## src/logic/pwm_params.svh

```systemverilog
// register map, field positions, reset values and counts of the pwm block
// How it works
// period is (period_limit + 1) times 4 system clocks times the prescale ratio
// count equal to period_limit clears on the next timer increment
// rollover drives the output high unless the new duty value is zero
// rollover copies the duty register pair into the 10-bit duty buffer
// duty writes land any time but act only after the next rollover
// duty_align_select chooses how the two duty bytes form the value
// time base is the count plus clock phase or two prescaler bits
// time base equal to buffered duty drives the output low
// high time is duty times one system clock times prescale ratio
// duty beyond the period never matches, so the output stays high
// no postscaler exists, so only period_limit and the prescaler shape the period
// full 10-bit resolution only when period_limit is 255
// sleep freezes count, prescaler and output logic and holds the output level; bus access goes on
// reset restores every register and turns the pin into an input
// software must pick the instruction clock as the timer clock
// software sets up limit, mode, duty, flag, prescale, then timer on
// software may wait for timer_match_flag before enabling the driver
// align 1 is left: low duty bits sit in duty_low_byte bits 7:6
// align 0 is right: duty_low_byte holds the eight low duty bits
`ifndef PWM_PARAMS_SVH
`define PWM_PARAMS_SVH

`define OFS_MODULE_CONTROL   6'h00
`define OFS_DUTY_LOW_BYTE    6'h04
`define OFS_DUTY_HIGH_BYTE   6'h08
`define OFS_PERIOD_LIMIT     6'h0c
`define OFS_PERIOD_COUNT     6'h10
`define OFS_TIMER_CONTROL    6'h14
`define OFS_TIMER_CLOCK_SEL  6'h18
`define OFS_IRQ_STATUS       6'h1c
`define OFS_IRQ_MASK         6'h20
`define OFS_PIN_DIRECTION    6'h24
`define OFS_DUTY_BUFFER      6'h28

`define CTL_EN_BIT           7
`define CTL_OUT_BIT          5
`define CTL_ALIGN_BIT        4
`define TCON_ON_BIT          7
`define TCON_PRESCALE_LSB    4
`define IRQ_TIMER_MATCH_BIT  0
`define IRQ_DUTY_MATCH_BIT   1
`define IRQ_COUNT            2

`define MODE_PWM_TOP         2'h3
`define TCLK_INSTR           4'h1
`define PERIOD_LIMIT_RST     8'hff
`define DUTY_RST             8'h00
`define PIN_DIR_RST          1'b1
`define INSTR_DIV            4
`define PHASE_BITS           2
`define RDATA_ZERO           32'h0000_0000

`endif

```

## src/logic/pwm_pkg.sv

```systemverilog
// types shared by the pwm block
package pwm_pkg;

	typedef enum logic [1:0] {
		BUS_IDLE = 2'b01,
		BUS_ACK  = 2'b10
	} bus_state_t;

	typedef struct packed {
		logic            en;
		logic            align;
		logic [3:0]      mode;
		logic [7:0]      duty_lo;
		logic [7:0]      duty_hi;
		logic [7:0]      period_limit;
		logic [7:0]      count;
		logic            tmr_on;
		logic [1:0]      prescale_sel;
		logic [3:0]      clk_sel;
		logic [1:0]      irq_mask;
		logic            pin_dir;
		logic [9:0]      duty_buf;
		logic            out;
		logic            pend;
		bus_state_t      bus;
		logic [31:0]     rdata;
	} pwm_state_t;

endpackage

```

## src/logic/pwm_prescaler.sv

```systemverilog
// timer prescaler: increment strobe and the two low time-base bits
`timescale 1ns/1ps
`include "pwm_params.svh"
module pwm_prescaler #(
	parameter int CNT_W = 8
) (
	// clock and reset
	input  wire logic             sys_clk_i,
	input  wire logic             nrst_i,
	// control
	input  wire logic             run_i,
	input  wire logic             clear_i,
	input  wire logic [1:0]       prescale_sel_i,
	// time base
	output logic                  tick_o,
	output logic [1:0]            low_bits_o
);
	typedef struct packed {
		logic [CNT_W-1:0] sub;
	} presc_state_t;

	presc_state_t st_r;
	presc_state_t st_nxt;
	logic [CNT_W-1:0] top;
	int unsigned shift;

	generate
		if (CNT_W < `PHASE_BITS + 6) begin : g_bad_width
			$error("pwm_prescaler: CNT_W too small for 1:64");
		end
	endgenerate

	// ratio 4^sel: 1,4,16,64 instruction cycles per increment
	assign shift = 32'(2 * prescale_sel_i);
	assign top = {CNT_W{1'b1}} >> (CNT_W - `PHASE_BITS - shift);
	assign tick_o = run_i && !clear_i && (st_r.sub == top);
	assign low_bits_o = 2'(st_r.sub >> shift);

	always_comb begin
		st_nxt = st_r;
		if (clear_i) begin
			st_nxt.sub = '0;
		end else if (run_i) begin
			st_nxt.sub = (st_r.sub == top) ? '0 : CNT_W'(st_r.sub + 1'b1);
		end
	end

	always_ff @(posedge sys_clk_i or negedge nrst_i) begin
		if (!nrst_i) begin
			st_r <= '0;
		end else begin
			st_r <= st_nxt;
		end
	end
endmodule // pwm_prescaler

```

## src/logic/pwm_irq.sv

```systemverilog
// sticky interrupt status with mask and one level output
`timescale 1ns/1ps
module pwm_irq #(
	parameter int N = 2
) (
	// clock and reset
	input  wire logic         sys_clk_i,
	input  wire logic         nrst_i,
	// events and clears
	input  wire logic [N-1:0] set_i,
	input  wire logic [N-1:0] clr_i,
	input  wire logic [N-1:0] mask_i,
	// status
	output logic [N-1:0]      status_o,
	output logic              irq_o
);
	typedef struct packed {
		logic [N-1:0] status;
	} irq_state_t;

	irq_state_t st_r;
	irq_state_t st_nxt;

	generate
		if (N < 1) begin : g_bad_n
			$error("pwm_irq: N must be at least 1");
		end
	endgenerate

	assign status_o = st_r.status;
	assign irq_o = |(st_r.status & mask_i);

	// a new event wins over a clear in the same cycle
	always_comb begin
		st_nxt = st_r;
		st_nxt.status = (st_r.status & ~clr_i) | set_i;
	end

	always_ff @(posedge sys_clk_i or negedge nrst_i) begin
		if (!nrst_i) begin
			st_r <= '0;
		end else begin
			st_r <= st_nxt;
		end
	end
endmodule // pwm_irq

```

## src/logic/ten_bit_pwm.sv

```systemverilog
// ten-bit standard pwm with period timer and avalon-mm registers
//
// Chosen here: the Avalon-MM register port and the placing of the registers.
`timescale 1ns/1ps
`include "pwm_params.svh"
module ten_bit_pwm
	import pwm_pkg::*;
#(
	parameter int PRESC_W = 8
) (
	// clock, reset and power state
	input  wire logic        sys_clk_i,
	input  wire logic        nrst_i,
	input  wire logic        sleep_i,
	// avalon-mm slave
	input  wire logic [5:0]  avs_address_i,
	input  wire logic        avs_read_i,
	input  wire logic        avs_write_i,
	input  wire logic [31:0] avs_writedata_i,
	input  wire logic [3:0]  avs_byteenable_i,
	output logic [31:0]      avs_readdata_o,
	output logic             avs_waitrequest_o,
	// pwm pin
	output logic             pwm_o,
	output logic             pwm_oe_n_o,
	// interrupt
	output logic             irq_o
);
	localparam pwm_state_t RST = '{
		en:           1'b0,
		align:        1'b0,
		mode:         4'h0,
		duty_lo:      `DUTY_RST,
		duty_hi:      `DUTY_RST,
		period_limit: `PERIOD_LIMIT_RST,
		count:        8'h00,
		tmr_on:       1'b0,
		prescale_sel: 2'h0,
		clk_sel:      4'h0,
		irq_mask:     2'h0,
		pin_dir:      `PIN_DIR_RST,
		duty_buf:     10'h000,
		out:          1'b0,
		pend:         1'b0,
		bus:          BUS_IDLE,
		rdata:        `RDATA_ZERO
	};

	pwm_state_t st_r;
	pwm_state_t st_nxt;

	logic                   tick;
	logic [1:0]             low_bits;
	logic                   presc_run;
	logic                   presc_clear;
	logic [9:0]             time_base;
	logic [9:0]             duty_value;
	logic                   pwm_mode;
	logic                   rollover;
	logic                   duty_hit;
	logic [`IRQ_COUNT-1:0]  irq_set;
	logic [`IRQ_COUNT-1:0]  irq_clr;
	logic [`IRQ_COUNT-1:0]  irq_status;
	logic                   bus_req;
	logic                   bus_commit;
	logic                   wr_lane0;

	// right: high bits 1:0 over the low byte; left: high byte over bits 7:6
	function automatic logic [9:0] duty_decode(
		input logic       align,
		input logic [7:0] hi,
		input logic [7:0] lo
	);
		duty_decode = align ? {hi, lo[7:6]} : {hi[1:0], lo};
	endfunction

	function automatic logic is_pwm_mode(
		input logic       en,
		input logic [3:0] mode
	);
		is_pwm_mode = en && (mode[3:2] == `MODE_PWM_TOP);
	endfunction

	// the timer only advances on the instruction clock
	assign presc_run = st_r.tmr_on && !sleep_i
		&& (st_r.clk_sel == `TCLK_INSTR);
	assign presc_clear = !st_r.tmr_on;

	pwm_prescaler #(
		.CNT_W (PRESC_W)
	) u_prescaler (
		.sys_clk_i      (sys_clk_i),
		.nrst_i         (nrst_i),
		.run_i          (presc_run),
		.clear_i        (presc_clear),
		.prescale_sel_i (st_r.prescale_sel),
		.tick_o         (tick),
		.low_bits_o     (low_bits)
	);

	assign time_base = {st_r.count, low_bits};
	assign duty_value = duty_decode(st_r.align, st_r.duty_hi, st_r.duty_lo);
	assign pwm_mode = is_pwm_mode(st_r.en, st_r.mode);
	assign rollover = tick && (st_r.count == st_r.period_limit);
	assign duty_hit = pwm_mode && !sleep_i
		&& (time_base == st_r.duty_buf);

	assign bus_req = avs_read_i || avs_write_i;
	assign bus_commit = bus_req && (st_r.bus == BUS_ACK);
	assign wr_lane0 = avs_write_i && avs_byteenable_i[0];

	always_comb begin
		irq_set = '0;
		irq_set[`IRQ_TIMER_MATCH_BIT] = rollover;
		irq_set[`IRQ_DUTY_MATCH_BIT] = duty_hit && st_r.out;
	end

	// a status read clears only the bits that were returned
	assign irq_clr = (bus_commit && avs_read_i
		&& avs_address_i == `OFS_IRQ_STATUS)
		? st_r.rdata[`IRQ_COUNT-1:0] : '0;

	pwm_irq #(
		.N (`IRQ_COUNT)
	) u_irq (
		.sys_clk_i (sys_clk_i),
		.nrst_i    (nrst_i),
		.set_i     (irq_set),
		.clr_i     (irq_clr),
		.mask_i    (st_r.irq_mask),
		.status_o  (irq_status),
		.irq_o     (irq_o)
	);

	always_comb begin
		logic [31:0] rv;
		rv = `RDATA_ZERO;
		st_nxt = st_r;

		// period timer and output latch
		if (tick) begin
			if (rollover) begin
				st_nxt.count = 8'h00;
				st_nxt.duty_buf = duty_value;
				st_nxt.pend = pwm_mode;
			end else begin
				st_nxt.count = 8'(st_r.count + 8'h01);
			end
		end
		// set and clear both land one clock late, so high time is exact
		if (st_r.pend && !sleep_i) begin
			st_nxt.pend = 1'b0;
			st_nxt.out = pwm_mode && (st_r.duty_buf != 10'h000);
		end
		// duty past the period never matches and leaves the level alone
		if (duty_hit) begin
			st_nxt.out = 1'b0;
		end
		if (!pwm_mode && !sleep_i) begin
			st_nxt.out = 1'b0;
		end

		// register read mux
		unique case (avs_address_i)
			`OFS_MODULE_CONTROL: begin
				rv[`CTL_EN_BIT] = st_r.en;
				rv[`CTL_OUT_BIT] = st_r.out;
				rv[`CTL_ALIGN_BIT] = st_r.align;
				rv[3:0] = st_r.mode;
			end
			`OFS_DUTY_LOW_BYTE: begin
				rv[7:0] = st_r.duty_lo;
			end
			`OFS_DUTY_HIGH_BYTE: begin
				rv[7:0] = st_r.duty_hi;
			end
			`OFS_PERIOD_LIMIT: begin
				rv[7:0] = st_r.period_limit;
			end
			`OFS_PERIOD_COUNT: begin
				rv[7:0] = st_r.count;
			end
			`OFS_TIMER_CONTROL: begin
				rv[`TCON_ON_BIT] = st_r.tmr_on;
				rv[`TCON_PRESCALE_LSB +: 2] = st_r.prescale_sel;
			end
			`OFS_TIMER_CLOCK_SEL: begin
				rv[3:0] = st_r.clk_sel;
			end
			`OFS_IRQ_STATUS: begin
				rv[`IRQ_COUNT-1:0] = irq_status;
			end
			`OFS_IRQ_MASK: begin
				rv[`IRQ_COUNT-1:0] = st_r.irq_mask;
			end
			`OFS_PIN_DIRECTION: begin
				rv[0] = st_r.pin_dir;
			end
			`OFS_DUTY_BUFFER: begin
				rv[9:0] = st_r.duty_buf;
			end
			default: begin
				rv = `RDATA_ZERO;
			end
		endcase

		// bus handshake: one wait state, then the access commits
		unique case (st_r.bus)
			BUS_IDLE: begin
				if (bus_req) begin
					st_nxt.bus = BUS_ACK;
					st_nxt.rdata = avs_read_i ? rv : `RDATA_ZERO;
				end
			end
			BUS_ACK: begin
				st_nxt.bus = BUS_IDLE;
			end
			default: begin
				st_nxt.bus = BUS_IDLE;
			end
		endcase

		// register writes; a count write overrides the timer step
		if (bus_commit && wr_lane0) begin
			unique case (avs_address_i)
				`OFS_MODULE_CONTROL: begin
					st_nxt.en = avs_writedata_i[`CTL_EN_BIT];
					st_nxt.align = avs_writedata_i[`CTL_ALIGN_BIT];
					st_nxt.mode = avs_writedata_i[3:0];
				end
				`OFS_DUTY_LOW_BYTE: begin
					st_nxt.duty_lo = avs_writedata_i[7:0];
				end
				`OFS_DUTY_HIGH_BYTE: begin
					st_nxt.duty_hi = avs_writedata_i[7:0];
				end
				`OFS_PERIOD_LIMIT: begin
					st_nxt.period_limit = avs_writedata_i[7:0];
				end
				`OFS_PERIOD_COUNT: begin
					st_nxt.count = avs_writedata_i[7:0];
				end
				`OFS_TIMER_CONTROL: begin
					st_nxt.tmr_on = avs_writedata_i[`TCON_ON_BIT];
					st_nxt.prescale_sel =
						avs_writedata_i[`TCON_PRESCALE_LSB +: 2];
				end
				`OFS_TIMER_CLOCK_SEL: begin
					st_nxt.clk_sel = avs_writedata_i[3:0];
				end
				`OFS_IRQ_MASK: begin
					st_nxt.irq_mask = avs_writedata_i[`IRQ_COUNT-1:0];
				end
				`OFS_PIN_DIRECTION: begin
					st_nxt.pin_dir = avs_writedata_i[0];
				end
				default: begin
					st_nxt.rdata = st_r.rdata;
				end
			endcase
		end
	end

	always_ff @(posedge sys_clk_i or negedge nrst_i) begin
		if (!nrst_i) begin
			st_r <= RST;
		end else begin
			st_r <= st_nxt;
		end
	end

	assign avs_waitrequest_o = bus_req && (st_r.bus != BUS_ACK);
	assign avs_readdata_o = st_r.rdata;
	assign pwm_o = st_r.out;
	assign pwm_oe_n_o = st_r.pin_dir;
endmodule // ten_bit_pwm

```

## config.mk

```make
export PLATFORM = sky130hd
export DESIGN_NAME = ten_bit_pwm
export DESIGN_NICKNAME = d
export VERILOG_FILES = /design/src/logic/pwm_pkg.sv /design/src/logic/pwm_prescaler.sv /design/src/logic/pwm_irq.sv /design/src/logic/ten_bit_pwm.sv
export VERILOG_INCLUDE_DIRS = /design/src /design/src/logic
export SDC_FILE = /design/constraint.sdc
export NUM_CORES = 1
export LEC_CHECK = 0
export BUFFER_PORTS_ARGS = -buffer_cell sky130_fd_sc_hd__buf_2
export CAP_MARGIN = 10
export CORE_MARGIN = 5
export CORE_UTILIZATION = 55
export CTS_CLUSTER_SIZE = 20
export DETAILED_ROUTE_END_ITERATION = 7
export PLACE_DENSITY = 0.83
export REMOVE_ABC_BUFFERS = 1
export SYNTH_ARGS = -nofsm -noshare
export SYNTH_HDL_FRONTEND = slang
export SYNTH_SLANG_ARGS = --single-unit
```

## constraint.sdc

```tcl
create_clock -name sys_clk_i -period 3.3 [get_ports sys_clk_i]
set_clock_uncertainty 0.2 [all_clocks]
set_input_delay 0.66 -clock sys_clk_i [delete_from_list [all_inputs] [get_ports sys_clk_i]]
set_output_delay 0.66 -clock sys_clk_i [all_outputs]
set_load 0.05 [all_outputs]
```

==> impl_results.md <==
- Met2 wire len: ~5500 um
- Crit path from: st_r[55]$_DFFE_PN0P_
- Vias in the first global route: about 3600
- TNS Setup: 0 ns
- Post-Synthesis Cells: 456
- Remaining global-route overflow: 0
- GRT Total Usage: 21.8%
- Req. time, crit path: approximately 3.3 ns
- R2r worst-path depth: 6
- Vias per Instance: about 6.4
- Number of flops mapped to enable cells by yosys: 0
- Synth-to-Final Area Change: 5.56%
- First-pass GRT wire length: about 19000 um
- DR WL met3: about 1100 um
- Post-CTS Setup Bufs: 0
- Setup violators final: 0
- RR Startpoint: st_r[55]$_DFFE_PN0P_
- Fmax: a little under 0.4 GHz
- Top FF cell, synth: dfrtp_1
- CTS resizes: 0
- Die Area: 10700 um2
- Worst setup endpoint: st_r[37]$_DFFE_PN0P_
- Largest cells by area after synthesis: dfrtp_1 (37%), mux2_2 (12%), dfstp_2 (5.5%)
- H-tree Lvls: 3
- Yosys reg bits: just over 80
- Wire length on met1: ~4700 um
- Worst path cell trace: nand4bb_1 -> or4_4 -> a211oi_4 -> and2b_1 -> buf_4 -> mux2_1
- Final Slew Violations: 0
- Layout cells sized above 1: 27.8%
- HPWL after DPL: 8540 um
- Crit share post-route: 78.1%
- Slew margin rel.: around 33%
- Status: finished clean
- Core area: roughly 8600 um2
- Commonest non-fill, non-tap cell in the layout: dfrtp_1
- P_leak: about 2.5 nW
- DIE WIDTH: between 100 and 150 um
- Post-route ant nets: 0
- N_diodes: 0
- Worst path arrival time: 2.61 ns
- Post-synth ARST share: 100%
- Hold-fix buffer count after cts: 0
- P per Cell Area: roughly 430 nW/um2
- Largest net degree at the start of global routing: 83
- Critical path class: flop to flop
- Port bufs: 33
- Ports: 83
- Count of final hold-check violations: 0
- Mapped Area: between 4000 and 5000 um2
- Initial DRT Pass Iterations: 6
- YS warnings: 0
- Initial antenna violation count: 0
- Syn_area_per_cell: ~11 um2
- Top Layer Used: met4
- Worst-path fanout max: 11
- WP depth: 6
- Register-to-register path setup slack: about 0.72 ns
- Post-route DRC: 0
- Critical path's slowest cell: dfrtp_1
- Final min period: between 2 and 3 ns
- Synth unique cells: 66
- Post-synthesis sequential area ratio: approximately 43%
- Starting density of the core: between 50 and 60%
- Row cnt: 34
- Via Count: 3740
- Routability cong.: between 0.9 and 1
- Worst hold path type: primary input to async pin
- Worst R2R End: st_r[37]$_DFFE_PN0P_
- Wire per inst: between 20 and 25 um
- Initial DRC count: about 350
- VDD IR max: between 0.2 and 0.25 mV
- Clock sink count: 82
- CTS tree: done
- Die Ht: a little over 100 um
- Total of max-cap violations: 0
- Crit end category: flop
- Num CTS Buffers: 9
- RSZ-0062 raised after global routing: false
- Final hold slack: between 0.2 and 0.3 ns
- Wirelength, routed: about 12000 um
- Reg clk slew, reported paths: roughly 0.080 ns
- CP Launch Type: flop
- Slew @ Worst Pin: 1.01 ns
- Clock latency on the worst-skew pair: about 0.36 ns
- Area leader, netlist: dfrtp_1
- Most frequent cells in the layout: dfrtp_1 (72), mux2_2 (50), buf_2 (32), nand2_1 (25), conb_1 (22)
- CP bufs+invs: 1
- Yosys top cell area share: 37.4%
- Max clock buf depth: 2
- Max incr delay on CP: about 0.59 ns
- Root Buffer: clkbuf_8
- Fin nets: ~520
- Top Family by Delay on Critical Path: simple AND/OR/NAND/NOR gates
-- metrics by stage --
step | area, um2 | setup slack, ns | std cells | power (mW) | util [%]
2_1_floorplan | 4510 | 0.582 | 416 | 1.31 | -
3_3_place_gp | 4880 | 0.533 | 566 | 1.42 | 56.5
3_5_place_dp | 4880 | 0.487 | 566 | 1.43 | 56.5
4_1_cts | 5080 | 0.722 | 582 | 2.16 | 58.9
5_1_grt | 5080 | 0.609 | 582 | 2.24 | 58.9
6_report | 5080 | 0.722 | 582 | 2.16 | 58.9
-- cell usage after synthesis, types with 5 or more instances --
| library cell | n |
|---|---|
| a21o_1 | 7 |
| a21oi_1 | 7 |
| a22oi_1 | 14 |
| a31oi_1 | 14 |
| a32oi_1 | 5 |
| and2_1 | 5 |
| and3_1 | 6 |
| buf_2 | 13 |
| buf_4 | 32 |
| clkbuf_1 | 14 |
| dfrtp_1 | 72 |
| dfstp_2 | 10 |
| inv_1 | 6 |
| mux2_1 | 10 |
| mux2_2 | 50 |
| mux2i_1 | 7 |
| nand2_1 | 25 |
| nand3_1 | 19 |
| nor2_1 | 18 |
| nor3_1 | 6 |
| nor4_1 | 7 |
| o21ai_0 | 17 |
| xor2_1 | 18 |
-- report_power, final --
part           leakage [nW]  switching, mW  internal, mW
logic                  1.29          0.233        0.0991
registers              1.11         0.0411          1.04
clock network         0.103          0.352         0.390
-- how the worst min path moves through the flow --
stage	from	to	depth (start not counted)
after floorplan	nrst_i	avs_readdata_o[0]$_DFFE_PN0P_	0
after global placement	avs_readdata_o[7]$_DFFE_PN0P_	avs_readdata_o[7]$_DFFE_PN0P_	1
after detailed placement	avs_readdata_o[9]$_DFFE_PN0P_	avs_readdata_o[9]$_DFFE_PN0P_	2
after CTS	avs_readdata_o[9]$_DFFE_PN0P_	avs_readdata_o[9]$_DFFE_PN0P_	2
after global routing	avs_readdata_o[5]$_DFFE_PN0P_	avs_readdata_o[5]$_DFFE_PN0P_	1
final	nrst_i	st_r[63]$_DFF_PN0_	1
-- final cells by class --
| cell class | count | area, um2 |
|---|---|---|
| Tap cell | 108 | 135 |
| Clock buffer | 13 | 159 |
| Fill cell | 713 | 3550 |
| Timing Repair Buffer | 42 | 235 |
| Clock inverter | 3 | 40.0 |
| Multi-Input combinational cell | 327 | 2420 |
| Inverter | 7 | 26.3 |
| Sequential cell | 82 | 2060 |
-- sequential cells by signal, summed over array words and instances, names as in the netlist --
signal / cells
st_r: 60
avs_readdata_o: 10
u_prescaler.st_r: 8
u_irq.status_o: 2
pwm_o: 1
pwm_oe_n_o: 1
-- routing by layer --
layer | up-vias | track usage [%]
met5 | - | 0
met4 | 0 | 10.2
met3 | 43 | 5.35
met2 | 203 | 33.4
met1 | 1833 | 29.0
li1 | 1661 | -
-- logic make-up after synthesis --
group	share of synthesized area [%]
other	0.0779
AND/OR/NAND/NOR	13.9
buffers and inverters	8.45
multiplexers	16.4
AO/OA/AOI/OAI	14.3
adder cells (fa/ha/maj)	0.520
XOR/XNOR	3.46
flip-flops	42.9
Note: power is estimated with default switching activity, not from simulation.
